--- config.mk ---
export PLATFORM = sky130hd
export DESIGN_NAME = des_top
export DESIGN_NICKNAME = d
export VERILOG_FILES = /design/src/hdl/des_pkg.sv /design/src/hdl/des_sync.sv /design/src/hdl/des_top.sv
export SDC_FILE = /design/constraint.sdc
export NUM_CORES = 1
export LEC_CHECK = 0
export BUFFER_PORTS_ARGS = -buffer_cell sky130_fd_sc_hd__buf_2
export CORE_ASPECT_RATIO = 1.5
export CORE_UTILIZATION = 48
export DETAILED_ROUTE_END_ITERATION = 8
export PLACE_DENSITY = 0.82
export SYNTH_ARGS = -nofsm -noshare
export SYNTH_HDL_FRONTEND = slang
export SYNTH_SLANG_ARGS = --single-unit
--- constraint.sdc ---
create_clock -name clk_sys -period 2.56 [get_ports clk_sys]
set_clock_uncertainty 0.05 [all_clocks]
set_input_delay 0.128 -clock clk_sys [delete_from_list [all_inputs] [get_ports clk_sys]]
set_output_delay 0.128 -clock clk_sys [all_outputs]
set_load 0.01 [all_outputs]
--- src/hdl/des_pkg.sv ---
// package for the drive enable state machine: control and status word
// layout, state encoding, register map and timing constants.
// assumes a 250 MHz system clock and an AXI4-Lite register master.
// Functional notes
// - after reset run self-test with bus inactive, then rest in inhibit.
// - operation is reached from inhibit only via three enabling steps.
// - disable-operation 0111 leaves operation, braking along the stop ramp.
// - coast stop xx0x switches the output stage off at once.
// - any error eventually leads to inhibit, after emergency braking if needed.
// - with hardware plus bus enable, armed waits for the enable input.
// - status bits 6,2,1,0 mask 0047; inhibit 0040, armed 0001.
// - powered reads 0003, operation 0007; master compares masked values.
// - commands from bits 3..0; shutdown x110 moves inhibit to armed.
// - switch-on x111 in armed enables power stage, enters powered.
// - enable-operation 1111 in powered enters operation.
// - x bits ignored; quick stop x01x leads to inhibit, via the stop ramp from operation.
// - power stage disabled stops switching and engages the brake.
// - power stage enabled releases the brake; the controller runs only in operation and while stopping.
// - status bit 9 mirrors control word bit 10.
package des_pkg;
    typedef enum {
        DES_SELFTEST, DES_INHIBIT, DES_ARMED, DES_POWERED, DES_OPERATION,
        DES_STOPPING
    } des_state_t;

    localparam logic [15:0] DES_STAT_MASK = 16'h0047;
    localparam logic [15:0] DES_STAT_INHIBIT = 16'h0040;
    localparam logic [15:0] DES_STAT_ARMED = 16'h0001;
    localparam logic [15:0] DES_STAT_POWERED = 16'h0003;
    localparam logic [15:0] DES_STAT_OPERATION = 16'h0007;
    localparam int DES_BIT_MASTER_CTRL = 10;
    localparam int DES_BIT_MASTER_STAT = 9;

    localparam logic [7:0] DES_ADDR_CTRL = 8'h00;
    localparam logic [7:0] DES_ADDR_STATUS = 8'h04;
    localparam logic [7:0] DES_ADDR_CONFIG = 8'h08;
    localparam logic [7:0] DES_ADDR_IRQ_STAT = 8'h0C;
    localparam logic [7:0] DES_ADDR_IRQ_MASK = 8'h10;
    localparam logic [7:0] DES_ADDR_ERROR = 8'h14;

    localparam int DES_IRQ_W = 4;
    localparam int DES_IRQ_STATE = 0;
    localparam int DES_IRQ_ERROR = 1;
    localparam int DES_IRQ_STOPPED = 2;
    localparam int DES_IRQ_IGNORED = 3;

    localparam logic [15:0] DES_CTRL_RESET = 16'h0000;
    localparam logic [1:0] DES_CONFIG_RESET = 2'h0;

    localparam int DES_CLK_MHZ = 250;
    localparam int DES_SELFTEST_US = 100;
    localparam int DES_SELFTEST_CYC = DES_SELFTEST_US * DES_CLK_MHZ;
    localparam int DES_RAMP_US = 1000;
    localparam int DES_RAMP_CYC = DES_RAMP_US * DES_CLK_MHZ;
    localparam int DES_CNT_W = 24;
endpackage

--- src/hdl/des_sync.sv ---
// two-flop synchroniser for asynchronous level inputs.
// assumes inputs may change at any time relative to clk_sys.
`timescale 1ns/1ps
module des_sync #(
    parameter int WIDTH = 1
) (
    // clock and reset
    input wire logic clk_sys,
    input wire logic arst_n,
    // data
    input wire logic [WIDTH-1:0] din,
    output logic [WIDTH-1:0] dout
);
    logic [WIDTH-1:0] meta;

    always_ff @(posedge clk_sys or negedge arst_n) begin
        if (!arst_n) begin
            meta <= '0;
            dout <= '0;
        end else begin
            meta <= din;
            dout <= meta;
        end
    end
endmodule

--- src/hdl/des_top.sv ---
// drive power-stage enable state machine with an AXI4-Lite register file.
// assumes the cyclic control word is written by software at offset 0 and
// that hardware inputs (controller enable, error) are asynchronous pins.
`timescale 1ns/1ps
module des_top #(
    parameter int SELFTEST_CYC = des_pkg::DES_SELFTEST_CYC,
    parameter int RAMP_CYC = des_pkg::DES_RAMP_CYC
) (
    // clock and reset
    input wire logic clk_sys,
    input wire logic arst_n,
    // axi4-lite write
    input wire logic [7:0] s_axi_awaddr,
    input wire logic s_axi_awvalid,
    output logic s_axi_awready,
    input wire logic [31:0] s_axi_wdata,
    input wire logic [3:0] s_axi_wstrb,
    input wire logic s_axi_wvalid,
    output logic s_axi_wready,
    output logic [1:0] s_axi_bresp,
    output logic s_axi_bvalid,
    input wire logic s_axi_bready,
    // axi4-lite read
    input wire logic [7:0] s_axi_araddr,
    input wire logic s_axi_arvalid,
    output logic s_axi_arready,
    output logic [31:0] s_axi_rdata,
    output logic [1:0] s_axi_rresp,
    output logic s_axi_rvalid,
    input wire logic s_axi_rready,
    // drive pins
    input wire logic hwEnable,
    input wire logic driveError,
    input wire logic motorStandstill,
    output logic powerStageOn,
    output logic controllerOn,
    output logic brakeRelease,
    output logic fieldbusActive,
    output logic irq
);
    import des_pkg::*;

    des_state_t stateReg, stateNext;
    logic [DES_CNT_W-1:0] cntReg;
    logic [15:0] ctrlReg, statusWord;
    logic ctrlNewReg, errLatchReg;
    logic [1:0] configReg;
    logic [DES_IRQ_W-1:0] irqStatReg, irqMaskReg, irqEvent;
    logic hwEnS, errS, standS;
    logic [3:0] cmd, wStrbReg;
    logic cmdShutdown, cmdSwitchOn, cmdEnableOp, cmdDisableOp;
    logic cmdCoast, cmdQuick, cmdValid, ignored;
    logic wrAddrHeld, wrDataHeld, doWrite;
    logic [7:0] awAddrReg;
    logic [31:0] wDataReg;

    des_sync #(.WIDTH(3)) des_sync_inst (
        .clk_sys(clk_sys),
        .arst_n(arst_n),
        .din({motorStandstill, driveError, hwEnable}),
        .dout({standS, errS, hwEnS})
    );

    // command decode, x bits ignored
    assign cmd = ctrlReg[3:0];
    assign cmdCoast = !cmd[1];
    assign cmdQuick = cmd[1] && !cmd[2];
    assign cmdShutdown = cmd[2:0] == 3'h6;
    assign cmdSwitchOn = cmd[2:0] == 3'h7;
    assign cmdEnableOp = cmd == 4'hF;
    assign cmdDisableOp = cmd == 4'h7;
    // bit 10 must be set for the master to be in control
    assign cmdValid = ctrlNewReg && ctrlReg[DES_BIT_MASTER_CTRL];

    always_comb begin
        stateNext = stateReg;
        unique case (stateReg)
            DES_SELFTEST:
                if (cntReg == DES_CNT_W'(SELFTEST_CYC - 1)) begin
                    stateNext = DES_INHIBIT;
                end
            DES_INHIBIT:
                if (cmdValid && cmdShutdown) begin
                    stateNext = DES_ARMED;
                end
            DES_ARMED:
                if (cmdValid && (cmdCoast || cmdQuick)) begin
                    stateNext = DES_INHIBIT;
                end else if (cmdValid && cmdSwitchOn
                        && (configReg[0] == 1'b0 || hwEnS)) begin
                    stateNext = DES_POWERED;
                end
            DES_POWERED:
                if (cmdValid && (cmdCoast || cmdQuick)) begin
                    stateNext = DES_INHIBIT;
                end else if (cmdValid && cmdShutdown) begin
                    stateNext = DES_ARMED;
                end else if (cmdValid && cmdEnableOp) begin
                    stateNext = DES_OPERATION;
                end
            DES_OPERATION:
                if (cmdValid && cmdCoast) begin
                    stateNext = DES_INHIBIT;
                end else if (cmdValid && cmdQuick) begin
                    stateNext = DES_STOPPING;
                end else if (cmdValid && (cmdDisableOp || cmdShutdown)) begin
                    stateNext = DES_STOPPING;
                end
            DES_STOPPING:
                if (cmdValid && cmdCoast) begin
                    stateNext = DES_INHIBIT;
                end else if (standS
                        || cntReg == DES_CNT_W'(RAMP_CYC - 1)) begin
                    stateNext = ctrlReg[1] && ctrlReg[2] && !errLatchReg
                        ? DES_POWERED : DES_INHIBIT;
                end
            default: stateNext = DES_INHIBIT;
        endcase
        // error overrides; braking first when the motor may be running
        if (errLatchReg && stateReg != DES_SELFTEST) begin
            if (stateReg == DES_OPERATION) begin
                stateNext = DES_STOPPING;
            end else if (stateReg != DES_STOPPING) begin
                stateNext = DES_INHIBIT;
            end
        end
    end

    // one step per new control word since ctrlNewReg is set for one cycle only
    always_ff @(posedge clk_sys or negedge arst_n) begin
        if (!arst_n) begin
            stateReg <= DES_SELFTEST;
        end else begin
            stateReg <= stateNext;
        end
    end

    always_ff @(posedge clk_sys or negedge arst_n) begin
        if (!arst_n) begin
            cntReg <= '0;
        end else if (stateNext != stateReg) begin
            cntReg <= '0;
        end else if (stateReg == DES_SELFTEST || stateReg == DES_STOPPING) begin
            cntReg <= cntReg + DES_CNT_W'(1);
        end
    end

    // error is sticky until the machine has reached inhibit
    always_ff @(posedge clk_sys or negedge arst_n) begin
        if (!arst_n) begin
            errLatchReg <= 1'b0;
        end else if (errS) begin
            errLatchReg <= 1'b1;
        end else if (stateReg == DES_INHIBIT) begin
            errLatchReg <= 1'b0;
        end
    end

    // power stage outputs; controller stays on while ramping down
    always_ff @(posedge clk_sys or negedge arst_n) begin
        if (!arst_n) begin
            powerStageOn <= 1'b0;
            controllerOn <= 1'b0;
            brakeRelease <= 1'b0;
            fieldbusActive <= 1'b0;
        end else begin
            powerStageOn <= stateNext == DES_POWERED
                || stateNext == DES_OPERATION || stateNext == DES_STOPPING;
            controllerOn <= stateNext == DES_OPERATION
                || stateNext == DES_STOPPING;
            // brake follows the power stage
            brakeRelease <= stateNext == DES_POWERED
                || stateNext == DES_OPERATION || stateNext == DES_STOPPING;
            fieldbusActive <= stateNext != DES_SELFTEST;
        end
    end

    always_comb begin
        unique case (stateReg)
            DES_SELFTEST: statusWord = 16'h0000;
            DES_INHIBIT: statusWord = DES_STAT_INHIBIT;
            DES_ARMED: statusWord = DES_STAT_ARMED;
            DES_POWERED: statusWord = DES_STAT_POWERED;
            DES_OPERATION: statusWord = DES_STAT_OPERATION;
            DES_STOPPING: statusWord = DES_STAT_OPERATION;
            default: statusWord = 16'h0000;
        endcase
        statusWord[DES_BIT_MASTER_STAT] =
            ctrlReg[DES_BIT_MASTER_CTRL];
    end

    // events for the interrupt logic
    assign ignored = cmdValid && stateNext == stateReg
        && stateReg != DES_SELFTEST;
    always_comb begin
        irqEvent[DES_IRQ_STATE] = stateNext != stateReg;
        irqEvent[DES_IRQ_ERROR] = errS && !errLatchReg;
        irqEvent[DES_IRQ_STOPPED] = stateReg == DES_STOPPING
            && stateNext != DES_STOPPING;
        irqEvent[DES_IRQ_IGNORED] = ignored || (ctrlNewReg
            && !ctrlReg[DES_BIT_MASTER_CTRL]);
    end

    // axi write side: address and data accepted in either order
    assign doWrite = wrAddrHeld && wrDataHeld && !s_axi_bvalid;

    always_ff @(posedge clk_sys or negedge arst_n) begin
        if (!arst_n) begin
            wrAddrHeld <= 1'b0;
            awAddrReg <= 8'h00;
            s_axi_awready <= 1'b0;
        end else begin
            s_axi_awready <= !wrAddrHeld && !s_axi_awready;
            if (s_axi_awvalid && s_axi_awready) begin
                wrAddrHeld <= 1'b1;
                awAddrReg <= s_axi_awaddr;
                s_axi_awready <= 1'b0;
            end else if (doWrite) begin
                wrAddrHeld <= 1'b0;
            end
        end
    end

    always_ff @(posedge clk_sys or negedge arst_n) begin
        if (!arst_n) begin
            wrDataHeld <= 1'b0;
            wDataReg <= 32'h0000_0000;
            wStrbReg <= 4'h0;
            s_axi_wready <= 1'b0;
        end else begin
            s_axi_wready <= !wrDataHeld && !s_axi_wready;
            if (s_axi_wvalid && s_axi_wready) begin
                wrDataHeld <= 1'b1;
                wDataReg <= s_axi_wdata;
                wStrbReg <= s_axi_wstrb;
                s_axi_wready <= 1'b0;
            end else if (doWrite) begin
                wrDataHeld <= 1'b0;
            end
        end
    end

    always_ff @(posedge clk_sys or negedge arst_n) begin
        if (!arst_n) begin
            s_axi_bvalid <= 1'b0;
            s_axi_bresp <= 2'h0;
        end else if (doWrite) begin
            s_axi_bvalid <= 1'b1;
            s_axi_bresp <= (awAddrReg[7:2] > DES_ADDR_ERROR[7:2])
                ? 2'h2 : 2'h0;
        end else if (s_axi_bready) begin
            s_axi_bvalid <= 1'b0;
        end
    end

    // control word: each write after self-test is a new cyclic word, seen for one cycle
    always_ff @(posedge clk_sys or negedge arst_n) begin
        if (!arst_n) begin
            ctrlReg <= DES_CTRL_RESET;
            ctrlNewReg <= 1'b0;
        end else begin
            ctrlNewReg <= 1'b0;
            if (doWrite && awAddrReg == DES_ADDR_CTRL
                    && stateReg != DES_SELFTEST) begin
                if (wStrbReg[0]) begin
                    ctrlReg[7:0] <= wDataReg[7:0];
                end
                if (wStrbReg[1]) begin
                    ctrlReg[15:8] <= wDataReg[15:8];
                end
                ctrlNewReg <= 1'b1;
            end
        end
    end

    always_ff @(posedge clk_sys or negedge arst_n) begin
        if (!arst_n) begin
            configReg <= DES_CONFIG_RESET;
            irqMaskReg <= '0;
        end else if (doWrite && wStrbReg[0]) begin
            if (awAddrReg == DES_ADDR_CONFIG) begin
                configReg <= wDataReg[1:0];
            end
            if (awAddrReg == DES_ADDR_IRQ_MASK) begin
                irqMaskReg <= wDataReg[DES_IRQ_W-1:0];
            end
        end
    end

    // sticky status: a new event wins over a clear in the same cycle
    always_ff @(posedge clk_sys or negedge arst_n) begin
        if (!arst_n) begin
            irqStatReg <= '0;
        end else if (doWrite && wStrbReg[0]
                && awAddrReg == DES_ADDR_IRQ_STAT) begin
            irqStatReg <= (irqStatReg & ~wDataReg[DES_IRQ_W-1:0]) | irqEvent;
        end else begin
            irqStatReg <= irqStatReg | irqEvent;
        end
    end

    always_ff @(posedge clk_sys or negedge arst_n) begin
        if (!arst_n) begin
            irq <= 1'b0;
        end else begin
            irq <= |(irqStatReg & irqMaskReg);
        end
    end

    // axi read side, one beat at a time
    always_ff @(posedge clk_sys or negedge arst_n) begin
        if (!arst_n) begin
            s_axi_arready <= 1'b0;
            s_axi_rvalid <= 1'b0;
            s_axi_rdata <= 32'h0000_0000;
            s_axi_rresp <= 2'h0;
        end else begin
            s_axi_arready <= !s_axi_rvalid && !s_axi_arready;
            if (s_axi_arvalid && s_axi_arready) begin
                s_axi_arready <= 1'b0;
                s_axi_rvalid <= 1'b1;
                s_axi_rresp <= 2'h0;
                s_axi_rdata <= 32'h0000_0000;
                unique case (s_axi_araddr)
                    DES_ADDR_CTRL: s_axi_rdata[15:0] <= ctrlReg;
                    DES_ADDR_STATUS: s_axi_rdata[15:0] <= statusWord;
                    DES_ADDR_CONFIG: s_axi_rdata[1:0] <= configReg;
                    DES_ADDR_IRQ_STAT:
                        s_axi_rdata[DES_IRQ_W-1:0] <= irqStatReg;
                    DES_ADDR_IRQ_MASK:
                        s_axi_rdata[DES_IRQ_W-1:0] <= irqMaskReg;
                    DES_ADDR_ERROR: s_axi_rdata[0] <= errLatchReg;
                    default: s_axi_rresp <= 2'h2;
                endcase
            end else if (s_axi_rvalid && s_axi_rready) begin
                s_axi_rvalid <= 1'b0;
            end
        end
    end
endmodule

==> run summary <==
Worst vdd ir: 0.5984 mV
Post-Syn Area: 6186 sq um
Max cap viols: 0
Via count: 4,836
Number of synthesized flops with an enable pin: 0
Syn_area_per_cell: 11.72 sq um
First-pass GRT wire length: 24,950 um
Total negative slack: -1.056 ns
Boundary Pins: 108
CTS tree: done
Period utilization: 1.034
Hold crit path type: input port to flop
Drt first pass iters: 5
Die area: 13,350 sq um
Final Hold Viols: 0
P_int: 4.444 mW
Drt wl/cell: 17.55 um
Vias in the first global route: 5,124
Unrepaired setup endpoints after global routing: yes
H-Tree Depth: 4
LEAKAGE: 3.695 nW
Clock power share: 0.383
Fmax: 0.3779 GHz
CORE AREA: 12,510 sq um
Flop pwr share: 0.478
Horiz. Die Dim: 94.69 um
Final net count: 763
Syn. warnings: 0
Final count of negative-setup-slack endpoints: 18
All-layer global routing usage: 0.2468
Vias per cell: 5.565
Clk sink count: 145
Root buffer cell: clkbuf_16
Ant. Diodes: 0
Worst setup EP type: flop
Syn Inst Count: 528
DRT Wirelength: 15,250 um
Part of the Yosys area used for sequential elements: 0.5866
Seq cells post-synth: 145
Peak fanout along the critical path: 8
Pwr dens: 782.8 nW/um^2
I/O Buffers: 71
Number of DRC markers in iteration 0: 306
CP max stage delay: 0.44 ns
Ys flop type: dfrtp_1
Post-DP HPWL: 9669 um
DP Worst Slack: -0.1435 ns
Slew headroom: 0.3990
Routed Antenna Nets: 0
Minimum clock period: 2.646 ns
RD Place Congestion: 0.9360
Slew @ Worst Pin: 0.9015 ns
Failing checks: setup timing
Share of cells above drive strength 1: 0.2903
Initial Util: 0.4944
Worst-Skew Late Latency: 0.42 ns
Final setup margin: -0.08641 ns
CTS max path bufs: 2
Crit path arrival time: 2.90 ns
Std cell rows: 50
Yosys cell types: 58
CP cell instances: nand3b_1, or4_4, or3_4, or4_4, a31oi_4, nand2_4, mux2_4
Slowest-stage cell, CP: or4_4
Psw: 1.792 mW
Comb pwr share: 0.139
CP Class: flop to flop
Layout area overhead: 28.78%
Cell repeated most along the worst path: or4_4
Sw Share: 0.2874
Synth async-reset ratio: 1.000
Slew Limit Fails: 0
CTS buffer count: 17
Initial antenna violation count: 0
Largest net degree at the start of global routing: 103
Fillers: 930
Clock transition at path regs: 0.06 ns
CP startpoint kind: flop
Global route total overflow: 0
Die height: 141.0 um
Register area: 3628 sq um
Status: complete, but fails checks
Worst path required time: 2.82 ns
Drt drc: 0
Multi-input logic area: 2512 sq um
## sequential cells by signal (all words and copies together) (netlist names), 3 cells and up
| register | cells |
|---|---|
| irqMaskReg | 4 |
| irqStatReg | 4 |
| ctrlReg | 16 |
| stateReg | 32 |
| des_sync_inst.dout | 3 |
| awAddrReg | 8 |
| des_sync_inst.meta | 3 |
| cntReg | 24 |
| s_axi_rdata | 16 |
| wDataReg | 16 |
## worst max-delay path, delay by kind of cell (launching register included)
kind | cells | cell delay (ns)
multiplexers | 1 | 0.32
AND/OR/NAND/NOR | 5 | 1.55
flip-flops | 1 | 0.37
AO/OA/AOI/OAI | 1 | 0.25
## placed cells by master (no fill, tap or decap), types with 4 or more instances in the layout
master	count
a21oi_1	14
a22o_1	10
a22oi_1	4
a31oi_1	8
and2_1	5
and3_1	8
buf_2	70
buf_4	34
clkbuf_16	17
conb_1	47
dfrtp_1	145
dlygate4sd3_1	33
inv_1	13
inv_6	4
mux2_2	49
nand2_1	49
nand3_1	24
nand4_1	4
nor2_1	24
nor3_1	27
nor4_1	10
o21ai_0	15
or3_1	4
xnor2_1	5
xor2_1	19
## synth_stat cells (3+ instances only)
| cell type | n | area [sq um] |
|---|---|---|
| a21oi_1 | 14 | 70.07 |
| a22o_1 | 10 | 87.58 |
| a22oi_1 | 4 | 30.03 |
| a31oi_1 | 8 | 50.05 |
| and2_1 | 5 | 31.28 |
| and3_1 | 8 | 50.05 |
| buf_4 | 19 | 142.6 |
| clkbuf_1 | 11 | 41.29 |
| dfrtp_1 | 145 | 3628 |
| inv_1 | 13 | 48.80 |
| mux2_2 | 50 | 563.0 |
| mux2i_1 | 3 | 30.03 |
| nand2_1 | 49 | 183.9 |
| nand3_1 | 24 | 120.1 |
| nand4_1 | 4 | 25.02 |
| nor2_1 | 25 | 93.84 |
| nor3_1 | 28 | 140.1 |
| nor4_1 | 12 | 75.07 |
| o21ai_0 | 15 | 75.07 |
| o31ai_1 | 3 | 22.52 |
| or3_1 | 4 | 25.02 |
| or4_1 | 4 | 30.03 |
| xnor2_1 | 5 | 43.79 |
| xor2_1 | 19 | 166.4 |
## metrics by stage
stage	total power [mW]	instance area [sq um]	util	hold WS (ns)	cells
2_1_floorplan	3.390	6359	-	-0.2176	574
3_3_place_gp	3.647	6974	0.5574	0.1866	798
3_5_place_dp	3.726	6974	0.5574	0.1934	798
4_1_cts	6.182	7908	0.6320	0.01496	865
5_1_grt	6.464	7966	0.6367	0.04302	869
6_report	6.236	7966	0.6367	0.02637	869
## layout make-up
class	instances	area share
clock buffer	19	0.05686
clock inverter	13	0.01523
inverter	13	0.006125
multi-input combinational	382	0.3154
sequential	145	0.4555
tap	156	0.02450
timing repair buffer	141	0.1264
## repair_timing
action,CTS,global route
gates resized for setup,3,5
setup endpoints to repair,42,42
hold buffers,33,0
hold endpoints to repair,132,0
pin swaps,2,4
gates cloned,0,0
buffers inserted,2,4
## routing by layer
layer,track usage,up-vias,part of all wire,routed length [um]
met4,0.1220,0,0.039,588
met2,0.4430,176,0.56,8582
met1,0.2680,2436,0.36,5429
met5,0,-,0,0
met3,0.05394,56,0.043,652
li1,-,2168,-,-
## cells by family (layout without fill, tap and decap cells)
logic type / after synthesis / in the layout / share of synthesized area
simple gates: 183 / 183 / 0.1553
flops: 145 / 145 / 0.5866
buf+inv: 47 / 186 / 0.04207
compound gates: 74 / 74 / 0.08354
fa+ha+maj: 1 / 1 / 0.002022
mux: 53 / 53 / 0.09587
other cells: 1 / 47 / 0.0006062
xor+xnor: 24 / 24 / 0.03398
## power by group through the flow
stage	clock [mW]	combinational, mW	sequential, mW
2_1_floorplan	0	0.480	2.91
3_3_place_gp	0	0.705	2.94
3_5_place_dp	0	0.746	2.98
4_1_cts	2.41	0.825	2.95
5_1_grt	2.50	0.946	3.02
6_report	2.39	0.867	2.98
## path summary, 6_finish.rpt
kind	start	end	slack [ns]	cells after the start
setup / recovery	s_axi_bvalid	ctrlReg[11]	-0.09	7
hold / removal	s_axi_arvalid	s_axi_rdata[9]	0.03	3
setup reg to reg	s_axi_bvalid	ctrlReg[11]	-0.09	7
hold reg to reg	des_sync_inst.meta[2]	des_sync_inst.dout[2]	0.30	0
min in group asynchronous	arst_n	awAddrReg[0]	0.35	2
max in group asynchronous	arst_n	s_axi_rdata[3]	1.37	3
Note: power is estimated with default switching activity, not from simulation.
